### src/inc/omwc_regs.vh
`ifndef OMWC_REGS_VH
`define OMWC_REGS_VH

// Register indices as printed; byte address is four times the index
`define OMWC_PCTL_IDX        8'h87
`define OMWC_WAKE_EN_IDX     8'h91
`define OMWC_CFG_IDX         8'hA0
`define OMWC_STAT_IDX        8'hA1
`define OMWC_PCTL_ADDR       12'h21C
`define OMWC_WAKE_EN_ADDR    12'h244
`define OMWC_CFG_ADDR        12'h280
`define OMWC_STAT_ADDR       12'h284

// Power control register fields
`define OMWC_PCTL_IDLE_BIT   0
`define OMWC_PCTL_STOP_BIT   1
`define OMWC_PCTL_GF0_BIT    2
`define OMWC_PCTL_P2SEL_BIT  3
`define OMWC_PCTL_RESET      4'h8

// Configuration register fields
`define OMWC_CFG_GIE_BIT     0
`define OMWC_CFG_XTAL_BIT    1
`define OMWC_CFG_WDALL_BIT   2
`define OMWC_CFG_RESET       3'h0

`define OMWC_WAKE_EN_RESET   8'h00

// Settling waits in oscillator clocks
`define OMWC_XTAL_WAIT       2048
`define OMWC_RC_WAIT         64
`define OMWC_LRC_WAIT        5

// Slow RC model: 16 kHz from the 50 MHz clock
`define OMWC_SYS_CLK_HZ      50000000
`define OMWC_LRC_HZ          16000

// Operating states
`define OMWC_ST_NORMAL       3'h0
`define OMWC_ST_IDLE         3'h1
`define OMWC_ST_STOP         3'h2
`define OMWC_ST_SETTLE_H     3'h3
`define OMWC_ST_SETTLE_L     3'h4

`endif

### src/rtl/omwc_mode_ctrl.v
// Function
// - Exactly three modes: normal, idle, stop
// - Reset release always lands in normal mode
// - Normal: both oscillators running, CPU clocked
// - Stop bit set enters stop, fast oscillator and all clocks stopped
// - Hardware clears stop bit on stop exit
// - Idle bit set stops CPU clock only
// - Hardware clears idle bit on idle exit
// - Idle keeps peripherals clocked, interrupts live
// - Stop gates peripherals and interrupts, analog stays
// - Slow RC runs in stop only if watchdog-always
// - Stop keeps all registers and state
// - Stop exits only on enabled wake-pin change
// - Idle exits on pin change or enabled interrupt
// - Pin wake on either edge
// - First port wake always enabled
// - Second port pin wakes when its bit set
// - Crystal stop wake waits 2048 fast plus 5 slow
// - RC stop wake waits 64 fast plus 5 slow
// - Every wake returns normal, flags kept
// - Power control: stop bit1, idle bit0, reset 8 (P2SEL set)
// - Interrupt needs global and source enable
//
// Chosen here: register access over APB.
`timescale 1ns/1ns
`default_nettype none
`include "omwc_regs.vh"

module omwc_mode_ctrl #(
  parameter integer IRQ_COUNT = 15,
  parameter integer XTAL_WAIT = `OMWC_XTAL_WAIT,
  parameter integer RC_WAIT   = `OMWC_RC_WAIT,
  parameter integer LRC_WAIT  = `OMWC_LRC_WAIT,
  parameter integer LRC_DIV   = `OMWC_SYS_CLK_HZ / `OMWC_LRC_HZ
) (
  input  wire                 sys_clk,
  input  wire                 reset,
  input  wire [11:0]          paddr,
  input  wire                 psel,
  input  wire                 penable,
  input  wire                 pwrite,
  input  wire [31:0]          pwdata,
  output reg  [31:0]          prdata,
  output wire                 pready,
  output wire                 pslverr,
  input  wire [7:0]           firstWakePort,
  input  wire [7:0]           secondWakePort,
  input  wire [IRQ_COUNT-1:0] irqFlags,
  input  wire [IRQ_COUNT-1:0] irqSourceEnable,
  output reg  [IRQ_COUNT-1:0] irqRequest,
  output reg                  fastOscEnable,
  output reg                  slowOscEnable,
  output reg                  cpuClockEnable,
  output reg                  periphClockEnable,
  output reg                  analogKeepEnable,
  output reg                  xramHighZero
);

  // Register state
  reg  [3:0]  powerCtl;
  reg  [7:0]  wakeEnable;
  reg  [2:0]  cfgBits;
  reg  [2:0]  state;
  reg  [2:0]  next_state;
  reg  [11:0] settleCount;
  reg  [11:0] next_settleCount;
  reg  [11:0] lrcDivCount;
  reg         lrcTick;
  reg  [1:0]  lastWake;
  reg  [7:0]  firstMeta;
  reg  [7:0]  firstSync;
  reg  [7:0]  firstPrev;
  reg  [7:0]  secondMeta;
  reg  [7:0]  secondSync;
  reg  [7:0]  secondPrev;

  wire        wrEn;
  wire        rdSetup;
  wire        addrHit;
  wire [7:0]  firstChange;
  wire [7:0]  secondChange;
  wire        pinWake;
  wire        irqWake;
  wire        globalIrqEnable;
  wire        oscIsCrystal;
  wire        watchdogAlways;
  wire        stopReq;
  wire        idleReq;
  wire [IRQ_COUNT-1:0] irqLive;
  reg         hwClearStop;
  reg         hwClearIdle;

  localparam [11:0] FAST_XTAL = XTAL_WAIT[11:0] - 12'h001;
  localparam [11:0] FAST_RC   = RC_WAIT[11:0] - 12'h001;
  localparam [11:0] SLOW_LAST = LRC_WAIT[11:0] - 12'h001;
  localparam [11:0] LRC_LAST  = LRC_DIV[11:0] - 12'h001;

  assign globalIrqEnable = cfgBits[`OMWC_CFG_GIE_BIT];
  assign oscIsCrystal    = cfgBits[`OMWC_CFG_XTAL_BIT];
  assign watchdogAlways  = cfgBits[`OMWC_CFG_WDALL_BIT];
  assign stopReq         = powerCtl[`OMWC_PCTL_STOP_BIT];
  assign idleReq         = powerCtl[`OMWC_PCTL_IDLE_BIT];

  // Zero-wait slave; unmapped access answers with an error
  assign pready  = 1'b1;
  assign addrHit = (paddr == `OMWC_PCTL_ADDR) ||
                   (paddr == `OMWC_WAKE_EN_ADDR) ||
                   (paddr == `OMWC_CFG_ADDR) ||
                   (paddr == `OMWC_STAT_ADDR);
  assign pslverr = psel & penable & ~addrHit;
  assign wrEn    = psel & penable & pwrite & addrHit;
  assign rdSetup = psel & ~penable & ~pwrite;

  // Wake pins: the controller clock is the always-on regulator clock,
  // so a change is captured in stop and only read after two flops
  always @(posedge sys_clk or posedge reset)
  begin
    if (reset)
    begin
      firstMeta  <= 8'h00;
      firstSync  <= 8'h00;
      secondMeta <= 8'h00;
      secondSync <= 8'h00;
    end
    else
    begin
      firstMeta  <= firstWakePort;
      firstSync  <= firstMeta;
      secondMeta <= secondWakePort;
      secondSync <= secondMeta;
    end
  end

  // Previous level; compare armed only once the sync chain is full,
  // so a pin already high at reset gives no false change
  reg [2:0] arm;
  always @(posedge sys_clk or posedge reset)
  begin
    if (reset)
    begin
      arm        <= 3'h0;
      firstPrev  <= 8'h00;
      secondPrev <= 8'h00;
    end
    else
    begin
      arm        <= {arm[1:0], 1'b1};
      firstPrev  <= firstSync;
      secondPrev <= secondSync;
    end
  end

  // Either edge counts; second port gated per pin
  assign firstChange  = arm[2] ? (firstSync ^ firstPrev) : 8'h00;
  assign secondChange = arm[2] ? (secondSync ^ secondPrev) : 8'h00;
  assign pinWake = (|firstChange) |
                   (|(secondChange & wakeEnable));

  // Interrupt request needs flag, source enable and global enable
  assign irqLive = irqFlags & irqSourceEnable &
                   {IRQ_COUNT{globalIrqEnable}};
  assign irqWake = |irqLive;

  // Slow RC tick divider; held at zero with no tick while the slow RC is stopped
  always @(posedge sys_clk or posedge reset)
  begin
    if (reset)
    begin
      lrcDivCount <= 12'h000;
      lrcTick     <= 1'b0;
    end
    else if (!slowOscEnable)
    begin
      lrcDivCount <= 12'h000;
      lrcTick     <= 1'b0;
    end
    else if (lrcDivCount == LRC_LAST)
    begin
      lrcDivCount <= 12'h000;
      lrcTick     <= 1'b1;
    end
    else
    begin
      lrcDivCount <= lrcDivCount + 12'h001;
      lrcTick     <= 1'b0;
    end
  end

  // Mode sequencer; only three resting states, the rest is settling
  always @*
  begin
    next_state       = state;
    next_settleCount = settleCount;
    hwClearStop      = 1'b0;
    hwClearIdle      = 1'b0;
    case (state)
      `OMWC_ST_NORMAL:
      begin
        if (stopReq)
        begin
          next_state = `OMWC_ST_STOP;
        end
        else if (idleReq)
        begin
          next_state = `OMWC_ST_IDLE;
        end
      end
      `OMWC_ST_IDLE:
      begin
        if (pinWake || irqWake)
        begin
          next_state  = `OMWC_ST_NORMAL;
          hwClearIdle = 1'b1;
        end
      end
      `OMWC_ST_STOP:
      begin
        // Interrupts are ignored here on purpose
        if (pinWake)
        begin
          next_state       = `OMWC_ST_SETTLE_H;
          next_settleCount = oscIsCrystal ? FAST_XTAL
                                          : FAST_RC;
        end
      end
      `OMWC_ST_SETTLE_H:
      begin
        // Fast oscillator counted at the controller clock rate
        if (settleCount == 12'h000)
        begin
          next_state       = `OMWC_ST_SETTLE_L;
          next_settleCount = SLOW_LAST;
        end
        else
        begin
          next_settleCount = settleCount - 12'h001;
        end
      end
      `OMWC_ST_SETTLE_L:
      begin
        if (lrcTick)
        begin
          if (settleCount == 12'h000)
          begin
            next_state  = `OMWC_ST_NORMAL;
            hwClearStop = 1'b1;
          end
          else
          begin
            next_settleCount = settleCount - 12'h001;
          end
        end
      end
      default:
      begin
        next_state = `OMWC_ST_NORMAL;
      end
    endcase
  end

  // State register; reset lands in normal
  always @(posedge sys_clk or posedge reset)
  begin
    if (reset)
    begin
      state       <= `OMWC_ST_NORMAL;
      settleCount <= 12'h000;
      lastWake    <= 2'b00;
    end
    else
    begin
      state       <= next_state;
      settleCount <= next_settleCount;
      if ((state == `OMWC_ST_IDLE || state == `OMWC_ST_STOP) &&
          next_state != state)
      begin
        lastWake <= {irqWake & ~pinWake, pinWake};
      end
    end
  end

  // Software registers; a write in the clearing cycle wins, and
  // nothing here is touched by stop, so contents are kept
  always @(posedge sys_clk or posedge reset)
  begin
    if (reset)
    begin
      powerCtl   <= `OMWC_PCTL_RESET;
      wakeEnable <= `OMWC_WAKE_EN_RESET;
      cfgBits    <= `OMWC_CFG_RESET;
    end
    else
    begin
      if (hwClearStop)
      begin
        powerCtl[`OMWC_PCTL_STOP_BIT] <= 1'b0;
      end
      if (hwClearIdle)
      begin
        powerCtl[`OMWC_PCTL_IDLE_BIT] <= 1'b0;
      end
      if (wrEn && paddr == `OMWC_PCTL_ADDR)
      begin
        powerCtl <= pwdata[3:0];
      end
      if (wrEn && paddr == `OMWC_WAKE_EN_ADDR)
      begin
        wakeEnable <= pwdata[7:0];
      end
      if (wrEn && paddr == `OMWC_CFG_ADDR)
      begin
        cfgBits <= pwdata[2:0];
      end
    end
  end

  // Read data captured in the setup cycle
  always @(posedge sys_clk or posedge reset)
  begin
    if (reset)
    begin
      prdata <= 32'h0000_0000;
    end
    else if (rdSetup)
    begin
      case (paddr)
        `OMWC_PCTL_ADDR:    prdata <= {28'h0000000, powerCtl};
        `OMWC_WAKE_EN_ADDR: prdata <= {24'h000000, wakeEnable};
        `OMWC_CFG_ADDR:     prdata <= {29'h0, cfgBits};
        `OMWC_STAT_ADDR:    prdata <= {27'h0000000, lastWake, state};
        default:            prdata <= 32'h0000_0000;
      endcase
    end
  end

  // Clock and interrupt gating per mode, registered for clean edges
  always @(posedge sys_clk or posedge reset)
  begin
    if (reset)
    begin
      fastOscEnable     <= 1'b1;
      slowOscEnable     <= 1'b1;
      cpuClockEnable    <= 1'b1;
      periphClockEnable <= 1'b1;
      analogKeepEnable  <= 1'b1;
      irqRequest        <= {IRQ_COUNT{1'b0}};
      xramHighZero      <= 1'b1;
    end
    else
    begin
      analogKeepEnable <= 1'b1;
      xramHighZero     <= powerCtl[`OMWC_PCTL_P2SEL_BIT];
      case (next_state)
        `OMWC_ST_NORMAL:
        begin
          fastOscEnable     <= 1'b1;
          slowOscEnable     <= 1'b1;
          cpuClockEnable    <= 1'b1;
          periphClockEnable <= 1'b1;
          irqRequest        <= irqLive;
        end
        `OMWC_ST_IDLE:
        begin
          fastOscEnable     <= 1'b1;
          slowOscEnable     <= 1'b1;
          cpuClockEnable    <= 1'b0;
          periphClockEnable <= 1'b1;
          irqRequest        <= irqLive;
        end
        `OMWC_ST_STOP:
        begin
          fastOscEnable     <= 1'b0;
          slowOscEnable     <= watchdogAlways;
          cpuClockEnable    <= 1'b0;
          periphClockEnable <= 1'b0;
          irqRequest        <= {IRQ_COUNT{1'b0}};
        end
        default:
        begin
          // Settling: oscillators up, everything else still held
          fastOscEnable     <= 1'b1;
          slowOscEnable     <= 1'b1;
          cpuClockEnable    <= 1'b0;
          periphClockEnable <= 1'b0;
          irqRequest        <= {IRQ_COUNT{1'b0}};
        end
      endcase
    end
  end

endmodule // omwc_mode_ctrl

`default_nettype wire

### config.mk
export PLATFORM = sky130hd
export DESIGN_NAME = omwc_mode_ctrl
export DESIGN_NICKNAME = d
export VERILOG_FILES = /design/src/rtl/omwc_mode_ctrl.v
export VERILOG_INCLUDE_DIRS = /design/src /design/src/inc
export SDC_FILE = /design/constraint.sdc
export NUM_CORES = 1
export LEC_CHECK = 0
export BUFFER_PORTS_ARGS = -buffer_cell sky130_fd_sc_hd__clkbuf_2
export CORE_ASPECT_RATIO = 0.7
export CORE_MARGIN = 1
export CORE_UTILIZATION = 30
export CTS_CLUSTER_SIZE = 30
export DETAILED_ROUTE_END_ITERATION = 8
export PLACE_DENSITY = 0.58
export SLEW_MARGIN = 20
export SYNTH_ARGS = -nofsm -noshare
export SYNTH_HDL_FRONTEND = slang
export SYNTH_SLANG_ARGS = --single-unit
### constraint.sdc
create_clock -name sys_clk -period 13.12 [get_ports sys_clk]
set_clock_uncertainty 0.15 [all_clocks]
set_input_delay 2.624 -clock sys_clk [delete_from_list [all_inputs] [get_ports sys_clk]]
set_output_delay 2.624 -clock sys_clk [all_outputs]
set_load 0.05 [all_outputs]
After elaboration in Yosys (flattened, before gate mapping)
Cells that the tools add are included.
{"block": "word_totals", "output_inout_bits": 55, "elab_cells": 112, "input_bits": 95, "regBits": 148}
{"block": "op_classes", "n_eq_ne": 15, "n_bitwise": 17, "muxes": 34, "addsub": 2, "reduce_logical": 20}
{"operator": "12-bit two-way mux", "count": 6}
{"operator": "12-bit by 10-bit == test with 1-bit output (second input constant)", "count": 4}
{"operator": "12-bit one-hot mux with 3 select lines", "count": 1}
{"operator": "8-bit one-hot mux with 4 select lines", "count": 1}
{"operator": "15-bit AND", "count": 2}
{"operator": "3-bit two-way mux", "count": 7}
{"operator": "8-bit two-way mux", "count": 2}
{"operator": "8-bit OR reduction", "count": 2}
{"operator": "8-bit bitwise XOR", "count": 2}
{"operator": "15-bit two-way mux", "count": 1}
{"operator": "3-bit one-hot mux with 5 select lines", "count": 1}
{"operator": "15-bit OR reduction", "count": 1}
{"operator": "1-bit two-way mux", "count": 13}
{"operator": "12-bit by 1-bit adder with 12-bit output (second input constant)", "count": 1}
{"operator": "12-bit == test (second input constant)", "count": 1}
{"operator": "12-bit logical NOT", "count": 1}
{"operator": "12-bit by 1-bit subtractor with 12-bit output (second input constant)", "count": 1}
{"operator": "11-bit two-way mux", "count": 1}
{"operator": "3-bit by 2-bit == test with 1-bit output (second input constant)", "count": 3}
{"operator": "8-bit AND", "count": 1}
{"operator": "1-bit AND", "count": 7}
{"operator": "3-bit by 1-bit == test with 1-bit output (second input constant)", "count": 2}
{"operator": "3-bit logical NOT", "count": 2}
{"operator": "2-bit inequality test (second input constant)", "count": 3}
{"operator": "other kinds (11)", "count": 22}

Logic depth before layout (Yosys ltp)
{"block": "logic_depth", "word_depth": 11, "depth_mapped": 8, "ltp_nobuf": 7}

Worst setup path before layout
No wires, ideal clock.
{"block": "synth_path", "path_kind": "input-to-output", "start": "input paddr[2]", "end": "output pslverr", "t_required_ps": 10346, "arrival_ps": 3814, "path_stages": 5, "path_slack_ps": 6532, "path_cell_list": "nor3b_1 -> and3_1 -> clkbuf_1 -> nor4_1 -> and3_1"}
{"block": "synth_between", "elab_chain_cells": 6, "elab_cells_between_ends": 9}
{"element": "start, declared", "line_no": "omwc_mode_ctrl.v:38", "text": "input wire [11:0] paddr,"}
{"element": "12-bit by 10-bit == test with 1-bit output"}
{"element": "1-bit logical OR (2 in series)", "line_no": "omwc_mode_ctrl.v:106", "text": "assign addrHit = (paddr == `OMWC_PCTL_ADDR) ||"}
{"element": "1-bit logical OR *", "line_no": "omwc_mode_ctrl.v:106"}
{"element": "1-bit inverter *", "line_no": "omwc_mode_ctrl.v:110", "text": "assign pslverr = psel & penable & ~addrHit;"}
{"element": "1-bit AND *", "line_no": "omwc_mode_ctrl.v:110"}
{"element": "end, declared", "line_no": "omwc_mode_ctrl.v:45", "text": "output wire pslverr,"}
Every way passes the cells marked *; elsewhere a longest branch is shown, timed or not.

Final worst setup path
{"block": "layout_path", "start": "input paddr[11]", "end": "output pslverr"}
The elaborated chain is that of the path after synthesis.

==> results.md <==
* Slew @ Worst Pin at around 1.0 ns
* Fmax at 0.144 GHz
* Most frequent cells in the layout: 118 x dfrtp_1, 99 x clkbuf_2, 44 x nand2_1
* CP Class: in2out
* ANT cells at 0
* Async set-or-reset flop fraction in the synthesized netlist at between 90% and 100%
* EDFF count, synth at 0
* Hold Path Depth at 0
* Global route overflow at 0
* IO buf count at 99
* Hold Crit Class: reg2reg
* Relative slew margins at between 30% and 40%
* Core area at 17200 um^2
* Req. time, crit path at roughly 10 ns
* Synth warn at 0
* CTS tree: yes
* Slowest CP cell: and3_1
* Initial Utilization at between 30% and 40%
* Area growth, synth to finish at 22.5%
* Vias in the first global route at between 3k and 4k
* DIE AREA at 18300 um^2
* Antenna violations before repair at 0
* WL final at ~11 mm
* Clk buf depth at 2
* Yosys reg bits at 124
* R2R Setup Slk at between 10 and 15 ns
* Die H at around 110 um
* Hold Buf Count CTS at 0
* Clock power frac at 39.9%
* Worst path depth at 7
* Commonest non-fill, non-tap cell in the layout: dfrtp_1
* CTS root buf: clkbuf_16
* R2R depth at 5
* Largest net degree at the start of global routing at between 70 and 80
* Crit path cell chain: clkbuf_2 > nand2b_1 > nor4_2 > and3_1 > nor4_1 > and3_1 > clkbuf_2
* Clock insertion delay at the later pin of the skew report at roughly 0.40 ns
* Final Setup Violations at 0
* Largest Register: irqRequest
* Die W at about 160 um
* Cell Area, Placed at between 5000 and 6000 um^2
* ANT nets after route at 0
* Grt met3 use at roughly 3.6%
* Critical path peak fanout at 10
* Boundary Pins at 150
* Top Registers: irqRequest x15, lrcDivCount x12, settleCount x12
* Sw power at 344 uW
* Design area at approximately 6500 um^2
* Final Cycle Share at a little over half
* M2 GR Usage at 18.1%
* Total CTS buffers at 17
* DP Wirelength at around 8.1 mm
* # resized after CTS at 0
* Top FF cell, synth: dfrtp_1
* First-pass GRT wire length at 18.1 mm
* Residual DRC at 0
* Setup TNS at 0 ns
* DR pass1 iterations at 5
* Vias/cell at between 4 and 5
* Crit path max-delay family: simple AND/OR/NAND/NOR gates
* Final Max Slew Viols at 0
* Sequential power share at 40.0%
* Share of cells above drive strength 1 at between 20% and 30%
* Wire per inst at about 14 um
* Global-route usage over all layers at 12.6%
* Worst path bufs/invs at 2
* Lkg Pwr at ~3.1 nW
* Logic pwr share at between 20% and 30%
* VDD IR max at approximately 0.11 mV
* Cell Area, Synth at roughly 5300 um^2
* Synth Area per Inst at approximately 11 um^2
* Gpl congestion at 0.829
* Crit end category: primary output
* Via Count at 3773
* Rows at 40
* Switching Share at between 30% and 40%
* Cells after synthesis at between 400 and 500
* Final worst path period need at ~6.9 ns
* Grt met1 use at 18.1%
* Reg clk slew, reported paths at around 0.060 ns
* Largest register FFs at 15
* Seq/Total Area, Yosys at 58.5%
* Layout Nets at ~670
* Most used routing layer: met1
* Max-cap viol count at 0
* Post-CTS setup buffer count at 0
* RSZ-0062 raised after global routing: false
* CP Launch Type: input port
* Slowest stage delay, CP at around 0.49 ns
* Status: finished clean
* Final hold vios at 0
* Number of H-tree levels at 4
* CTS sink cnt at approximately 120
* WP data arrival at about 4.2 ns
* Library cells used by synthesis at 66
* Power Dens Cells at between 150 and 200 nW/um^2
* Initial drt markers at ~220
* Int Power at about 790 uW
Yosys cell counts, drive strengths merged, types with 6 or more instances:
library cell    n  share of area (%)
and3            9                1.1
o22ai           8                1.2
nor4            7                1.6
buf            36                5.0
o21ai          16                1.6
a22oi           7               0.99
nor3            9               0.85
dfstp           6                3.0
mux2           15                3.2
nand3          12                1.1
a21oi          18                1.8
inv            16                1.1
nand2          45                3.3
dfrtp         118                 56
and2            8               0.99
xor2           22                3.6
nor2           42                3.0
power by group through the flow:
stage          registers (mW)  clock network, mW  logic (mW)
2_1_floorplan           0.461                  0       0.183
3_3_place_gp            0.457                  0       0.221
3_5_place_dp            0.459                  0       0.226
4_1_cts                 0.453              0.459       0.228
5_1_grt                 0.458              0.477       0.252
6_report                0.453              0.452       0.228
layer usage:
layer | vias to the layer above | routed length, um
li1 | 1779 | -
met1 | 1817 | 5460
met2 | 168 | 4690
met3 | 9 | 785
met4 | 0 | 92
met5 | - | 0
cell families (layout without fill, tap and decap cells):
logic type,Yosys count,count (layout),share of synthesized area [%]
and+or+nand+nor,157,157,15.7
DFF,124,124,58.5
AOI/OAI and AO/OA,79,79,10.7
buffers and inverters,55,148,6.36
xor gates and xnor gates,26,26,4.29
muxes,16,16,3.37
adders and majority gates,4,4,0.942
other,2,27,0.141
layout make-up:
class	instances	area (um^2)
repair buffers	101	510
inverters	16	62.6
clock buffers	21	460
well taps	231	289
flip-flops and latches	124	3110
fillers	1684	10700
clock inverters	10	116
multi-input cells	309	1960
path summary, 6_finish.rpt:
kind,startpoint,to
setup / recovery,paddr[11],pslverr
hold / removal,secondMeta[7],secondSync[7]
setup reg to reg,settleCount[6],settleCount[0]
hold reg to reg,secondMeta[7],secondSync[7]
max in group asynchronous,reset,secondPrev[1]
min in group asynchronous,reset,firstMeta[5]
metrics by stage:
stage | hold WS (ns) | instances | setup slack (ns) | power [mW] | util, %
CTS | 0.196 | 812 | 6.22 | 1.14 | 37.8
global route | 0.196 | 812 | 6.02 | 1.19 | 37.8
global placement | 0.182 | 781 | 6.25 | 0.678 | 34.4
floorplan | 0.181 | 488 | 6.53 | 0.644 | -
finish | 0.193 | 812 | 6.18 | 1.13 | 37.8
detailed placement | 0.185 | 781 | 6.23 | 0.686 | 34.4
worst register-to-register path, cell delays in order (launching register included):
cell     delay (ns)
dfrtp_1        0.43
nor4_4         0.38
nand4_2        0.29
a31oi_1        0.92
and2_4         0.42
mux2_2         0.36
(Power assumes the default switching activity.)
